File: src/common/tbsc_params.svh
// Behaviour
// - each 10-bit transmit character is captured on every reference clock rise
// - transmit bus bit zero leaves the serial output first
// - one ten-bit character serialised per reference clock period
// - wrap low sends data; wrap high holds positive high, negative low
// - wrap high feeds receiver from transmitter, low from external pair
// - each received character driven onto receive bus at either word clock rise
// - receive bus bit zero holds the earliest received bit
// - two complementary word clocks at one twentieth of the bit rate
// - align enable allows comma flag and realignment; low keeps alignment
// - comma flag high half a word clock period on 0011111 match
// - comma flag only in the complementary word clock phase
// - signal valid high for a good link, low when judged invalid
// - all-zeros character drops signal valid for the next four intervals; only one at a complementary word clock rise is checked
// - all-ones character drops signal valid for the next four intervals; only one at a complementary word clock rise is checked
// - no K28.5- within a monitoring window drops signal valid next window
// - wrap disables zeros, ones, K28.5 checks; align enable disables K28.5 only
`ifndef TBSC_PARAMS_SVH
`define TBSC_PARAMS_SVH

// register byte offsets
`define TBSC_OFF_CTRL       8'h00
`define TBSC_OFF_STATUS     8'h04
`define TBSC_OFF_IRQ_STAT   8'h08
`define TBSC_OFF_IRQ_MASK   8'h0C

// control fields
`define TBSC_CTRL_WRAP      0
`define TBSC_CTRL_ALIGN     1
`define TBSC_CTRL_RESET     2'h0

// status fields
`define TBSC_ST_VALID       0
`define TBSC_ST_HOLD        1
`define TBSC_ST_KMISS       2
`define TBSC_ST_PHASE       3

// interrupt fields
`define TBSC_IRQ_COMMA      0
`define TBSC_IRQ_LOST       1
`define TBSC_IRQ_REGAIN     2
`define TBSC_IRQ_REALIGN    3
`define TBSC_IRQ_W          4
`define TBSC_IRQ_RESET      4'h0

// character patterns, bit 0 earliest
`define TBSC_COMMA_BITS     7'h7C
`define TBSC_K285_NEG       10'h17C
`define TBSC_ALL_ZERO       10'h000
`define TBSC_ALL_ONE        10'h3FF

// timing counts
`define TBSC_CHAR_BITS      10
`define TBSC_HOLD_IVALS     3'h4
`define TBSC_K_WINDOW       65560

`endif

File: src/common/tbsc_pkg.sv
package tbsc_pkg;

    // one transmission character
    typedef logic [9:0] tbsc_char_t;

    // which word clock rose for the character on the bus
    typedef enum logic
    {
        PH_TRUE = 1'b0,
        PH_COMP = 1'b1
    } tbsc_phase_e;

endpackage

File: src/rtl/tbsc_ser.sv
`timescale 1ns/1ps
`include "tbsc_params.svh"

module tbsc_ser
(
    input  wire logic               clk_i,
    input  wire logic               rst_b_i,
    input  wire logic               load_i,
    input  wire tbsc_pkg::tbsc_char_t char_i,
    output wire logic               bit_o
);

    tbsc_pkg::tbsc_char_t shreg_q;

    // load on reference rise, else rotate so an idle line still toggles
    always_ff @(posedge clk_i or negedge rst_b_i)
    begin
        if (!rst_b_i)
            shreg_q <= 10'h000;
        else if (load_i)
            shreg_q <= char_i;
        else
            shreg_q <= {shreg_q[0], shreg_q[9:1]};
    end

    assign bit_o = shreg_q[0];

endmodule

File: src/rtl/tbsc_deser.sv
`timescale 1ns/1ps
`include "tbsc_params.svh"

module tbsc_deser
(
    input  wire logic                 clk_i,
    input  wire logic                 rst_b_i,
    input  wire logic                 bit_i,
    input  wire logic                 align_en_i,
    output tbsc_pkg::tbsc_char_t      char_o,
    output logic                      strobe_o,
    output logic                      realign_o
);

    tbsc_pkg::tbsc_char_t window_q;
    tbsc_pkg::tbsc_char_t window_d;
    logic [3:0]           cnt_q;
    logic                 comma;
    logic                 emit;

    // newest bit enters at the top, earliest ends at bit zero
    assign window_d = {bit_i, window_q[9:1]};
    assign comma    = align_en_i && (window_d[6:0] == `TBSC_COMMA_BITS);
    assign emit     = (cnt_q == 4'(`TBSC_CHAR_BITS - 1)) || comma;

    // bit shifter and boundary counter
    always_ff @(posedge clk_i or negedge rst_b_i)
    begin
        if (!rst_b_i)
        begin
            window_q <= 10'h000;
            cnt_q    <= 4'h0;
        end
        else
        begin
            window_q <= window_d;
            cnt_q    <= emit ? 4'h0 : cnt_q + 4'h1;
        end
    end

    // character out, realign marks a moved boundary
    always_ff @(posedge clk_i or negedge rst_b_i)
    begin
        if (!rst_b_i)
        begin
            char_o    <= 10'h000;
            strobe_o  <= 1'b0;
            realign_o <= 1'b0;
        end
        else
        begin
            strobe_o  <= emit;
            realign_o <= comma && (cnt_q != 4'(`TBSC_CHAR_BITS - 1));
            if (emit)
                char_o <= window_d;
        end
    end

endmodule

File: src/rtl/tbsc_top.sv
// Register access over APB and the register offsets were decided locally.
`timescale 1ns/1ps
`include "tbsc_params.svh"

module tbsc_top
#(
    parameter int K_WINDOW_CHARS = `TBSC_K_WINDOW
)
(
    input  wire logic        CLK_SYS_I,
    input  wire logic        RST_B_I,
    // apb slave
    input  wire logic        PSEL_I,
    input  wire logic        PENABLE_I,
    input  wire logic        PWRITE_I,
    input  wire logic [7:0]  PADDR_I,
    input  wire logic [31:0] PWDATA_I,
    output logic [31:0]      PRDATA_O,
    output logic             PREADY_O,
    output logic             PSLVERR_O,
    // transmit side
    input  wire logic        REFERENCE_CLOCK_I,
    input  wire logic [9:0]  TX_DATA_I,
    output logic             TX_SER_P_O,
    output logic             TX_SER_N_O,
    // receive side
    input  wire logic        RX_SER_P_I,
    input  wire logic        RX_SER_N_I,
    output logic [9:0]       RX_DATA_O,
    output logic             RX_WORD_CLOCK_O,
    output logic             RX_WORD_CLOCK_COMP_O,
    output logic             COMMA_FOUND_FLAG_O,
    output logic             SIGNAL_VALID_FLAG_O,
    // interrupt
    output logic             IRQ_O
);

    localparam int KW = 17;

    // control register
    logic [1:0]  ctrl_q;
    logic        wrap_loopback_select;
    logic        comma_align_enable;

    // reference clock and transmit bus synchronisers
    logic        ref_s1_q;
    logic        ref_s2_q;
    logic        ref_s3_q;
    logic [9:0]  tx_s1_q;
    logic [9:0]  tx_s2_q;
    logic [9:0]  tx_s3_q;
    logic        tx_load;
    logic        tx_bit;

    // receive synchronisers
    logic        rxp_s1_q;
    logic        rxp_s2_q;
    logic        rxn_s1_q;
    logic        rxn_s2_q;
    logic        rx_bit;
    logic        rx_bit_prev_q;

    // deserialiser results
    tbsc_pkg::tbsc_char_t des_char;
    logic                 des_strobe;
    logic                 des_realign;
    tbsc_pkg::tbsc_phase_e phase_q;
    tbsc_pkg::tbsc_phase_e phase_d;
    logic                 comma_char;

    // signal valid state
    logic        zeros_seen_q;
    logic        ones_seen_q;
    logic        trans_seen_q;
    logic        line_bad_q;
    logic        ival_end;
    logic        ival_fail;
    logic [2:0]  hold_q;
    logic [KW-1:0] kcnt_q;
    logic        k_seen_q;
    logic        k_miss_q;
    logic        k_check;
    logic        valid_q;
    logic        valid_prev_q;

    // interrupt state
    logic [`TBSC_IRQ_W-1:0] irq_stat_q;
    logic [`TBSC_IRQ_W-1:0] irq_mask_q;
    logic [`TBSC_IRQ_W-1:0] irq_evt;

    // apb decode
    logic        apb_setup;
    logic        apb_write;
    logic        addr_hit;

    assign wrap_loopback_select = ctrl_q[`TBSC_CTRL_WRAP];
    assign comma_align_enable   = ctrl_q[`TBSC_CTRL_ALIGN];

    // word match helper
    function automatic logic is_char(input tbsc_pkg::tbsc_char_t c, input tbsc_pkg::tbsc_char_t p);
        is_char = (c == p);
    endfunction

    // two stages plus an edge stage on the reference clock and data
    always_ff @(posedge CLK_SYS_I or negedge RST_B_I)
    begin
        if (!RST_B_I)
        begin
            ref_s1_q <= 1'b0;
            ref_s2_q <= 1'b0;
            ref_s3_q <= 1'b0;
            tx_s1_q  <= 10'h000;
            tx_s2_q  <= 10'h000;
            tx_s3_q  <= 10'h000;
        end
        else
        begin
            ref_s1_q <= REFERENCE_CLOCK_I;
            ref_s2_q <= ref_s1_q;
            ref_s3_q <= ref_s2_q;
            tx_s1_q  <= TX_DATA_I;
            tx_s2_q  <= tx_s1_q;
            tx_s3_q  <= tx_s2_q;
        end
    end

    // data one sample older than the clock edge is the pre-edge value
    assign tx_load = ref_s2_q && !ref_s3_q;

    tbsc_ser u_ser
    (
        .clk_i   (CLK_SYS_I),
        .rst_b_i (RST_B_I),
        .load_i  (tx_load),
        .char_i  (tx_s3_q),
        .bit_o   (tx_bit)
    );

    // serial output pair, forced during wrap
    always_ff @(posedge CLK_SYS_I or negedge RST_B_I)
    begin
        if (!RST_B_I)
        begin
            TX_SER_P_O <= 1'b1;
            TX_SER_N_O <= 1'b0;
        end
        else if (wrap_loopback_select)
        begin
            TX_SER_P_O <= 1'b1;
            TX_SER_N_O <= 1'b0;
        end
        else
        begin
            TX_SER_P_O <= tx_bit;
            TX_SER_N_O <= !tx_bit;
        end
    end

    // receive pair synchronisers
    always_ff @(posedge CLK_SYS_I or negedge RST_B_I)
    begin
        if (!RST_B_I)
        begin
            rxp_s1_q <= 1'b0;
            rxp_s2_q <= 1'b0;
            rxn_s1_q <= 1'b1;
            rxn_s2_q <= 1'b1;
        end
        else
        begin
            rxp_s1_q <= RX_SER_P_I;
            rxp_s2_q <= rxp_s1_q;
            rxn_s1_q <= RX_SER_N_I;
            rxn_s2_q <= rxn_s1_q;
        end
    end

    // receiver source: internal path under wrap, else the external pair
    assign rx_bit = wrap_loopback_select ? tx_bit : rxp_s2_q;

    tbsc_deser u_deser
    (
        .clk_i      (CLK_SYS_I),
        .rst_b_i    (RST_B_I),
        .bit_i      (rx_bit),
        .align_en_i (comma_align_enable),
        .char_o     (des_char),
        .strobe_o   (des_strobe),
        .realign_o  (des_realign)
    );

    // every character flips the phase, a realigned one too, so each gets a rising clock
    // a realigned comma may land in either phase; the flag waits for the complementary one
    // forcing a phase would emit a character with no clock edge
    always_comb
    begin
        if (phase_q == tbsc_pkg::PH_TRUE)
            phase_d = tbsc_pkg::PH_COMP;
        else
            phase_d = tbsc_pkg::PH_TRUE;
    end

    assign comma_char = (des_char[6:0] == `TBSC_COMMA_BITS);

    // receive bus, word clocks and comma flag; no signal valid term here
    always_ff @(posedge CLK_SYS_I or negedge RST_B_I)
    begin
        if (!RST_B_I)
        begin
            phase_q              <= tbsc_pkg::PH_COMP;
            RX_DATA_O            <= 10'h000;
            RX_WORD_CLOCK_O      <= 1'b0;
            RX_WORD_CLOCK_COMP_O <= 1'b1;
            COMMA_FOUND_FLAG_O   <= 1'b0;
        end
        else if (des_strobe)
        begin
            phase_q              <= phase_d;
            RX_DATA_O            <= des_char;
            RX_WORD_CLOCK_O      <= (phase_d == tbsc_pkg::PH_TRUE);
            RX_WORD_CLOCK_COMP_O <= (phase_d == tbsc_pkg::PH_COMP);
            COMMA_FOUND_FLAG_O   <= comma_align_enable && comma_char
                                    && (phase_d == tbsc_pkg::PH_COMP);
        end
    end

    // an interval closes at each rise of the true word clock
    assign ival_end  = des_strobe && (phase_d == tbsc_pkg::PH_TRUE);
    assign ival_fail = (!wrap_loopback_select && (zeros_seen_q || ones_seen_q))
                       || !trans_seen_q || line_bad_q;

    // per-interval observations, a hit in the closing cycle is lost
    always_ff @(posedge CLK_SYS_I or negedge RST_B_I)
    begin
        if (!RST_B_I)
        begin
            zeros_seen_q  <= 1'b0;
            ones_seen_q   <= 1'b0;
            trans_seen_q  <= 1'b0;
            line_bad_q    <= 1'b0;
            rx_bit_prev_q <= 1'b0;
        end
        else
        begin
            rx_bit_prev_q <= rx_bit;
            if (ival_end)
            begin
                zeros_seen_q <= 1'b0;
                ones_seen_q  <= 1'b0;
                trans_seen_q <= 1'b0;
                line_bad_q   <= 1'b0;
            end
            else
            begin
                if (des_strobe && is_char(des_char, `TBSC_ALL_ZERO))
                    zeros_seen_q <= 1'b1;
                if (des_strobe && is_char(des_char, `TBSC_ALL_ONE))
                    ones_seen_q <= 1'b1;
                if (rx_bit != rx_bit_prev_q)
                    trans_seen_q <= 1'b1;
                if (!wrap_loopback_select && (rxp_s2_q == rxn_s2_q))
                    line_bad_q <= 1'b1;
            end
        end
    end

    // four-interval hold after a failed interval
    always_ff @(posedge CLK_SYS_I or negedge RST_B_I)
    begin
        if (!RST_B_I)
            hold_q <= 3'h0;
        else if (ival_end && ival_fail)
            hold_q <= `TBSC_HOLD_IVALS;
        else if (ival_end && (hold_q != 3'h0))
            hold_q <= hold_q - 3'h1;
    end

    // K28.5- presence per window, only in normal mode
    assign k_check = !wrap_loopback_select && !comma_align_enable;

    always_ff @(posedge CLK_SYS_I or negedge RST_B_I)
    begin
        if (!RST_B_I)
        begin
            kcnt_q   <= '0;
            k_seen_q <= 1'b0;
            k_miss_q <= 1'b0;
        end
        else if (!k_check)
        begin
            kcnt_q   <= '0;
            k_seen_q <= 1'b0;
            k_miss_q <= 1'b0;
        end
        else if (des_strobe)
        begin
            if (kcnt_q == KW'(K_WINDOW_CHARS - 1))
            begin
                kcnt_q   <= '0;
                k_seen_q <= 1'b0;
                k_miss_q <= !(k_seen_q || is_char(des_char, `TBSC_K285_NEG));
            end
            else
            begin
                kcnt_q <= kcnt_q + KW'(1);
                if (is_char(des_char, `TBSC_K285_NEG))
                    k_seen_q <= 1'b1;
            end
        end
    end

    // signal valid output
    always_ff @(posedge CLK_SYS_I or negedge RST_B_I)
    begin
        if (!RST_B_I)
        begin
            valid_q      <= 1'b0;
            valid_prev_q <= 1'b0;
        end
        else
        begin
            valid_q      <= (hold_q == 3'h0) && !k_miss_q;
            valid_prev_q <= valid_q;
        end
    end

    assign SIGNAL_VALID_FLAG_O = valid_q;

    // interrupt events
    always_comb
    begin
        irq_evt                     = '0;
        irq_evt[`TBSC_IRQ_COMMA]    = des_strobe && comma_align_enable && comma_char
                                      && (phase_d == tbsc_pkg::PH_COMP);
        irq_evt[`TBSC_IRQ_LOST]     = valid_prev_q && !valid_q;
        irq_evt[`TBSC_IRQ_REGAIN]   = !valid_prev_q && valid_q;
        irq_evt[`TBSC_IRQ_REALIGN]  = des_realign;
    end

    // apb decode, zero wait states
    assign apb_setup = PSEL_I && !PENABLE_I;
    assign apb_write = PSEL_I && PENABLE_I && PWRITE_I;
    assign addr_hit  = (PADDR_I == `TBSC_OFF_CTRL) || (PADDR_I == `TBSC_OFF_STATUS)
                       || (PADDR_I == `TBSC_OFF_IRQ_STAT) || (PADDR_I == `TBSC_OFF_IRQ_MASK);
    assign PREADY_O  = 1'b1;
    assign PSLVERR_O = PSEL_I && PENABLE_I && !addr_hit;

    // control and mask registers
    always_ff @(posedge CLK_SYS_I or negedge RST_B_I)
    begin
        if (!RST_B_I)
        begin
            ctrl_q     <= `TBSC_CTRL_RESET;
            irq_mask_q <= `TBSC_IRQ_RESET;
        end
        else if (apb_write)
        begin
            if (PADDR_I == `TBSC_OFF_CTRL)
                ctrl_q <= PWDATA_I[1:0];
            if (PADDR_I == `TBSC_OFF_IRQ_MASK)
                irq_mask_q <= PWDATA_I[`TBSC_IRQ_W-1:0];
        end
    end

    // sticky status, write one clears, a new event wins
    always_ff @(posedge CLK_SYS_I or negedge RST_B_I)
    begin
        if (!RST_B_I)
            irq_stat_q <= `TBSC_IRQ_RESET;
        else if (apb_write && (PADDR_I == `TBSC_OFF_IRQ_STAT))
            irq_stat_q <= (irq_stat_q & ~PWDATA_I[`TBSC_IRQ_W-1:0]) | irq_evt;
        else
            irq_stat_q <= irq_stat_q | irq_evt;
    end

    // read data captured in the setup cycle
    always_ff @(posedge CLK_SYS_I or negedge RST_B_I)
    begin
        if (!RST_B_I)
            PRDATA_O <= 32'h0000_0000;
        else if (apb_setup)
        begin
            unique case (PADDR_I)
                `TBSC_OFF_CTRL:     PRDATA_O <= {30'h0, ctrl_q};
                `TBSC_OFF_STATUS:   PRDATA_O <= {28'h0, phase_q == tbsc_pkg::PH_COMP,
                                                 k_miss_q, hold_q != 3'h0, valid_q};
                `TBSC_OFF_IRQ_STAT: PRDATA_O <= {28'h0, irq_stat_q};
                `TBSC_OFF_IRQ_MASK: PRDATA_O <= {28'h0, irq_mask_q};
                default:            PRDATA_O <= 32'h0000_0000;
            endcase
        end
    end

    // level interrupt
    always_ff @(posedge CLK_SYS_I or negedge RST_B_I)
    begin
        if (!RST_B_I)
            IRQ_O <= 1'b0;
        else
            IRQ_O <= |(irq_stat_q & irq_mask_q);
    end

endmodule

File: config.mk
export PLATFORM = sky130hd
export DESIGN_NAME = tbsc_top
export DESIGN_NICKNAME = d
export VERILOG_FILES = /design/src/common/tbsc_pkg.sv /design/src/rtl/tbsc_ser.sv /design/src/rtl/tbsc_deser.sv /design/src/rtl/tbsc_top.sv
export VERILOG_INCLUDE_DIRS = /design/src /design/src/common
export SDC_FILE = /design/constraint.sdc
export NUM_CORES = 1
export LEC_CHECK = 0
export BUFFER_PORTS_ARGS = -buffer_cell sky130_fd_sc_hd__buf_2
export CORE_UTILIZATION = 30
export CTS_CLUSTER_DIAMETER = 200
export DETAILED_ROUTE_END_ITERATION = 8
export PLACE_DENSITY_LB_ADDON = 0.08
export SLEW_MARGIN = 15
export SYNTH_ARGS = -nofsm -noshare
export SYNTH_HDL_FRONTEND = slang
export SYNTH_SLANG_ARGS = --single-unit
File: constraint.sdc
create_clock -name CLK_SYS_I -period 4.8 [get_ports CLK_SYS_I]
set_input_delay 1.2 -clock CLK_SYS_I [delete_from_list [all_inputs] [get_ports CLK_SYS_I]]
set_output_delay 1.2 -clock CLK_SYS_I [all_outputs]
set_load 0.005 [all_outputs]
==> flow_summary.ini, run 1 <==
[outcome]
status = finished, final reports clean

[timing]
tns_ns = 0
period_share = 0.681
clock_skew_ns = 0.00878
slew_headroom = 0.348
tightest_slew_ns = 0.979
setup_slack_ns = 1.53
setup_violations = 0
rsz0062_at_grt = false
drv_slew = 0
max_freq_ghz = 0.306
hold_viol_final = 0
period_needed_ns = 3.27

[synthesis]
netlist_area_um2 = 5180
synth_area_leader_cell = dfrtp_1
synth_edf_count = 0
synth_ff_type = dfrtp_1
synth_warnings = 0
yosys.area.top_type_share = 0.609
synth.area.top_cells = dfrtp_1, mux2_2, buf_4
synthCells = 401
synth_area_per_cell_um2 = 12.9
ys_types = 50
ys_seq_area_frac = 0.629
synth_commonest_cells = dfrtp_1, mux2_2, buf_4, nand2_1, nor2_1
ys_ff_latch = 130
yosysMostFrequentCell = dfrtp_1
async_flop_share = 1.00

[detailed_routing]
dr.pass1.iters = 4
wl_um = 9730
post-route-drc-count = 0
avgViaCountPerCell = 4.52
vias = 3138
drt-initial-drc-count = 200
post_drt_wl_per_cell_um = 14.0
ant_nets = 0

[placed_design]
dp_worst_setup_slack_ns = 1.52
dp.cells = 663
gp_congestion = 0.758
io_buffers = 51
hpwlAfterDp_um = 6500

[power]
p_sw_frac = 0.261
power_switching_uw = 826
p_total_mw = 3.17
p_clk_frac = 0.422
pwr-share-seq = 0.454
p_per_area_nw_per_um2 = 511
p_int_mw = 2.34
vdd_ir_drop_max_uv = 279
combPwrFrac = 0.124
leakage_nw = 2.78

[clock_tree]
cts.sinks = 130
cts_hold_buf = 0
clk_root_buffer_cell = clkbuf_16
post-cts-setup-buffer-count = 0
cts_max_path_buffers = 2
cts_tree = built
post_cts_resize_count = 0
numCtsBuffers = 17
clkTransAtPathRegs_ns = 0.06
clk_latency_ns = 0.41
cts_max_level = 4

[cells_and_area]
antenna_cells = 0
syn_to_final_growth_pct = 19.6
nNetsFinal = 525
drive_gt1_frac = 0.301
finalNonFillerCells = 695
final_util = 0.371

[floorplanning]
die_area_um2 = 17800
fp.dieW_um = 133
start_util = 0.310
rows = 47
coreArea_um2 = 16700
num_io_pins = 109
die_y_um = 133

[global_routing]
grt_max_degree = 79
grt_overflow = 0
grt_pass1_wl_um = 17000
grt_usage = 0.123
grt_antenna_before_repair = 0
grt_pass1_vias = 3295

[setup_path]
worst_path_max_delay_cell = nor4_1
critPathCaptureType = output pin
max_stage_delay_ns = 0.33
startpoint_type = input port
crit_chain = buf_2, nor4_1, and2_1, nor2_1, buf_2
cp_data_required_time_ns = 3.60
crit_path_frequent_cell = buf_2
crit_arrival_ns = 2.07
r2r_cells = 4
crit_fanout = 5
worstSetupPathType = in -> out

[flow_run]
max_cap_viol_count = 0

[worst_hold_path]
hold_class = reg -> reg
hold_path_depth = 0
## routing by layer
layer	up-vias	part of all wire	routed length [um]	track usage
met5	-	0	0	0
met4	0	0.015	146	0.0543
met3	11	0.040	386	0.0384
met2	75	0.46	4520	0.185
met1	1577	0.48	4680	0.163
li1	1475	-	-	-
## cell type report
type / instances / area, um2
fill: 1629 / 10500
sequential: 130 / 3260
clock inverter: 13 / 174
multi-input combinational: 246 / 1710
tap: 220 / 275
clock buffer: 19 / 443
timing repair buffer: 55 / 288
inverter: 12 / 45.0
## cell families after synthesis
| logic type | after synthesis | share of synthesized area |
|---|---|---|
| fa+ha+maj | 5 | 0.0121 |
| buf+inv | 52 | 0.0599 |
| flops | 130 | 0.629 |
| other cells | 2 | 0.00145 |
| mux | 43 | 0.0976 |
| xor+xnor | 16 | 0.0271 |
| compound gates | 41 | 0.0507 |
| simple gates | 112 | 0.122 |
## worst max-delay path: cells and delay by family
kind | cells | cell delay, ns
and+or+nand+nor | 3 | 0.65
buffers and inverters | 2 | 0.22
## flip-flops by register name (all words and copies together), names as in the netlist, 8 cells and up
| name | cells |
|---|---|
| RX_DATA_O | 10 |
| kcnt_q | 17 |
| tx_s1_q | 10 |
| tx_s2_q | 10 |
| tx_s3_q | 10 |
| u_deser.char_o | 10 |
| u_deser.window_q | 8 |
| u_ser.shreg_q | 10 |
## layout by cell type, fill, tap and decap left out, types with 3 or more instances in the layout
cell,instances
a22oi_1,4
dfstp_2,4
nor3_1,5
nor2b_1,4
nand3_1,7
inv_6,5
buf_2,50
a21oi_1,8
nor4_1,11
clkbuf_16,17
xor2_1,8
nand2_1,22
xnor2_1,8
nor2_1,22
bufinv_16,3
mux2_2,40
clkinvlp_4,3
ha_1,5
inv_1,12
buf_4,5
conb_1,29
or4_1,3
a31oi_1,4
nand2b_1,8
dfrtp_1,126
nand4_1,11
o21ai_0,12
or3b_2,3
## power groups by stage
| stage | Sequential [mW] | Clock [mW] | Combinational [mW] |
|---|---|---|---|
| 2_1_floorplan | 1.41 | 0 | 0.285 |
| 3_3_place_gp | 1.46 | 0 | 0.393 |
| 3_5_place_dp | 1.46 | 0 | 0.399 |
| 4_1_cts | 1.44 | 1.37 | 0.404 |
| 5_1_grt | 1.47 | 1.43 | 0.450 |
| 6_report | 1.44 | 1.34 | 0.394 |
## worst paths after layout
| check | slack [ns] | endpoint | start |
|---|---|---|---|
| max | 1.53 | PSLVERR_O | PADDR_I[5] |
| min | 0.35 | tx_s3_q[1]$_DFF_PN0_ | tx_s2_q[1]$_DFF_PN0_ |
| max reg2reg | 2.25 | kcnt_q[14]$_DFFE_PN0P_ | u_deser.strobe_o$_DFF_PN0_ |
| min reg2reg | 0.35 | tx_s3_q[1]$_DFF_PN0_ | tx_s2_q[1]$_DFF_PN0_ |
| max in group asynchronous | 2.87 | phase_q$_DFFE_PN1P_ | RST_B_I |
| min in group asynchronous | 0.95 | tx_s3_q[5]$_DFF_PN0_ | RST_B_I |
## through the flow
step                instance area [um2]  hold slack [ns]
global route                       6200            0.352
floorplan                          5280            0.331
CTS                                6200            0.349
detailed placement                 5580            0.335
finish                             6200            0.346
global placement                   5580            0.333
Note: power is estimated with default switching activity, not from simulation.
==> run 2, diff against run 1 <==
Clock period 4.8 ns to 2.9 ns, I/O delays scaled along.
==> flow_summary.ini, run 2 (same netlist as run 1, synthesis figures left out) <==
[setup_path]
crit_fanout = 5
worstSetupPathType = in -> out
r2r_slack_ns = 0.79
cp_data_required_time_ns = 2.17
crit_arrival_ns = 1.57
critPathCaptureType = output pin
startpoint_type = input port

[detailed_routing]
drt-initial-drc-count = 173
avgViaCountPerCell = 4.45
post-route-drc-count = 0
ant_nets = 0
dr.pass1.iters = 4
wl_um = 9700
post_drt_wl_per_cell_um = 13.9
vias = 3117

[clock_tree]
cts_max_level = 4
cts_max_path_buffers = 2
post-cts-setup-buffer-count = 0
cts_hold_buf = 0
cts.sinks = 130
numCtsBuffers = 17
post_cts_resize_count = 0
clk_latency_ns = 0.42
clk_root_buffer_cell = clkbuf_16
cts_tree = built
clkTransAtPathRegs_ns = 0.06

[placed_design]
io_buffers = 51
hpwlAfterDp_um = 6710
gp_congestion = 0.752

[flow_run]
max_cap_viol_count = 0

[global_routing]
grt_pass1_wl_um = 16800
grt_pass1_vias = 3203
grt_usage = 0.123
grt_overflow = 0
grt_max_degree = 47
grt_antenna_before_repair = 0

[timing]
period_needed_ns = 2.30
drv_slew = 0
tns_ns = 0
clock_skew_ns = 0.0106
tightest_slew_ns = 0.781
setup_violations = 0
max_freq_ghz = 0.436
slew_headroom = 0.473
period_share = 0.791
hold_viol_final = 0
rsz0062_at_grt = false

[worst_hold_path]
hold_class = in -> async

[floorplanning]
num_io_pins = 109
die_area_um2 = 17800
start_util = 0.310
die_y_um = 133
rows = 47
coreArea_um2 = 16700
fp.dieW_um = 133

[cells_and_area]
layout_commonest_cell = dfrtp_1
syn_to_final_growth_pct = 19.9
layout_common_cells = dfrtp_1, buf_2, mux2_2
drive_gt1_frac = 0.306
largest_register_ffs = 17
final_util = 0.372
top_register = kcnt_q
fillers = 1640
nNetsFinal = 530
antenna_cells = 0

[power]
p_per_area_nw_per_um2 = 823
vdd_ir_drop_max_uv = 394
leakage_nw = 2.80

[outcome]
status = finished, final reports clean
[run 2: report_power, final]
part           switching [mW]  total (mW)  internal, mW
sequential              0.250        2.38          2.13
combinational           0.288       0.650         0.361
clock                   0.791        2.08          1.29
total                    1.33        5.11          3.78
[run 2: final cells by class]
class,instances,area [um2],area share
Clock inverter,12,134,0.0216
Multi-Input combinational cell,246,1710,0.276
Clock buffer,20,447,0.0719
Inverter,12,45.0,0.00725
Sequential cell,130,3260,0.525
Tap cell,220,275,0.0443
Timing Repair Buffer,60,338,0.0544
[run 2: worst max-delay path, cell delays in order]
cell	delay, ns
buf_2	0.09
nor4_1	0.31
and2_1	0.25
nor2_1	0.06
buf_2	0.12
[run 2: worst paths after layout]
path / from / end / depth (start not counted)
max in group asynchronous: RST_B_I / RX_WORD_CLOCK_O$_DFFE_PN0P_ / 2
worst min-delay path: RST_B_I / tx_s2_q[4]$_DFF_PN0_ / 1
worst min register to register: tx_s2_q[4]$_DFF_PN0_ / tx_s3_q[4]$_DFF_PN0_ / 0
min in group CLK_SYS_I: tx_s2_q[4]$_DFF_PN0_ / tx_s3_q[4]$_DFF_PN0_ / 0
worst max-delay path: PADDR_I[5] / PSLVERR_O / 5
worst max register to register: kcnt_q[1]$_DFFE_PN0P_ / k_miss_q$_DFFE_PN0P_ / 6
[run 2: per-layer routing]
| metal | part of all wire | track usage |
|---|---|---|
| met4 | 0.0088 | 0.0473 |
| met2 | 0.47 | 0.181 |
| met1 | 0.48 | 0.165 |
| met3 | 0.040 | 0.0449 |
| met5 | 0 | 0 |
[run 2: per-stage QoR]
stage	power (mW)	setup WS (ns)	cells	cell area, um2	hold WS [ns]
floorplan	2.80	0.873	428	5280	0.331
global placement	3.06	0.570	668	5630	0.333
detailed placement	3.08	0.604	668	5630	0.335
CTS	5.19	0.604	700	6210	0.235
global route	5.39	0.480	700	6210	0.253
finish	5.11	0.605	700	6210	0.236
==> run 3, diff against run 2 <==
Clock period 2.9 ns to 1.98 ns, I/O delays scaled along.
==> flow_summary.ini, run 3 (same netlist as run 1, synthesis figures left out) <==
[power]
p_clk_frac = 0.404
p_int_mw = 5.58
combPwrFrac = 0.137
pwr-share-seq = 0.458
vdd_ir_drop_max_uv = 622
leakage_nw = 2.86
p_sw_frac = 0.265
power_switching_mw = 2.01
p_total_mw = 7.60
p_per_area_nw_per_um2 = 1200

[timing]
hold_ws_ns = 0.0106
period_needed_ns = 1.91
period_share = 0.963
max_freq_ghz = 0.524
hold_viol_final = 0
drv_slew = 0
clock_skew_ns = 0.00918
rsz0062_at_grt = false
setup_violations = 0

[detailed_routing]
drt-initial-drc-count = 96
post-route-drc-count = 0
vias = 3167
avgViaCountPerCell = 4.45
wl_um = 9930
dr.pass1.iters = 5
ant_nets = 0
post_drt_wl_per_cell_um = 13.9

[floorplanning]
fp.dieW_um = 133
coreArea_um2 = 16700
die_area_um2 = 17800
rows = 47
num_io_pins = 109
die_y_um = 133
start_util = 0.310

[outcome]
status = finished, final reports clean

[cells_and_area]
syn_to_final_growth_pct = 22.1
fillers = 1665
antenna_cells = 0
top_register = kcnt_q
final_util = 0.379
layout_commonest_cell = dfrtp_1
nNetsFinal = 542
largest_register_ffs = 17
multiInputGateArea_um2 = 1710
drive_gt1_frac = 0.323
layout_common_cells = dfrtp_1, buf_2, mux2_2
seq_area_um2 = 3260

[global_routing]
grt_usage = 0.123
grt_pass1_vias = 3217
grt_antenna_before_repair = 0
grt_overflow = 0
grt_pass1_wl_um = 16800
grt_max_degree = 44

[setup_path]
critPathCaptureType = register
crit_fanout = 3
worstSetupPathType = reg -> reg
startpoint_type = register
cp_data_required_time_ns = 2.33
crit_arrival_ns = 2.25

[flow_run]
max_cap_viol_count = 0

[placed_design]
io_buffers = 51
gp_congestion = 0.767
hpwlAfterDp_um = 6870

[worst_hold_path]
hold_class = in -> async

[clock_tree]
post-cts-setup-buffer-count = 0
clkTransAtPathRegs_ns = 0.06
cts_max_level = 4
cts_max_path_buffers = 2
cts_tree = built
clk_latency_ns = 0.42
numCtsBuffers = 17
clk_root_buffer_cell = clkbuf_16
cts_hold_buf = 0
cts.sinks = 130
[run 3: area by class of cell]
class,instances,area share
Clock buffer,19,0.0684
Clock inverter,13,0.0237
Inverter,12,0.00712
Multi-Input combinational cell,246,0.271
Sequential cell,130,0.515
Tap cell,220,0.0435
Timing Repair Buffer,72,0.0716
[run 3: power by group through the flow]
stage	clock network, mW	registers, mW	logic [mW]
final	3.07	3.48	1.04
after global routing	3.29	3.56	1.18
after floorplan	0	3.41	0.692
after global placement	0	3.53	1.03
after CTS	3.18	3.49	1.07
after detailed placement	0	3.54	1.06
[run 3: critical path, cell delays in order, from the launching register on]
cell and delay [ns]:
dfrtp_1 0.38, ha_1 0.23, nand2_1 0.09, or4_4 0.56, or4_1 0.49, nand3_1 0.09
[run 3: path summary, 6_finish.rpt]
kind | slack (ns) | cells after the start | endpoint | start
max | 0.07 | 5 | kcnt_q[16]$_DFFE_PN0P_ | kcnt_q[0]$_DFFE_PN0P_
min | 0.01 | 1 | line_bad_q$_DFFE_PN0P_ | RST_B_I
max reg2reg | 0.07 | 5 | kcnt_q[16]$_DFFE_PN0P_ | kcnt_q[0]$_DFFE_PN0P_
min reg2reg | 0.35 | 0 | tx_s3_q[4]$_DFF_PN0_ | tx_s2_q[4]$_DFF_PN0_
max in group asynchronous | 1.37 | 2 | rxn_s2_q$_DFF_PN1_ | RST_B_I
min in group CLK_SYS_I | 0.18 | 1 | tx_s1_q[2]$_DFF_PN0_ | TX_DATA_I[2]
[run 3: what timing repair did]
action	CTS	global route
hold endpoints to repair	0	0
gates resized for setup	0	1
endpoints found under the setup margin	0	2
[run 3: metal layers]
metal / vias up / track usage / share of wire
li1: 1508 / - / -
met1: 1572 / 0.169 / 0.49
met2: 74 / 0.178 / 0.45
met3: 13 / 0.0361 / 0.037
met4: 0 / 0.0587 / 0.018
met5: - / 0 / 0
[run 3: metrics by stage]
stage	instances	cell area [um2]	TNS, ns	setup WS, ns
after global routing	712	6330	0	0.00417
after global placement	680	5740	-0.0375	-0.0266
final	712	6330	0	0.0729
after detailed placement	680	5740	-0.0461	-0.0374
after CTS	712	6330	0	0.0736
after floorplan	428	5280	0	0.157
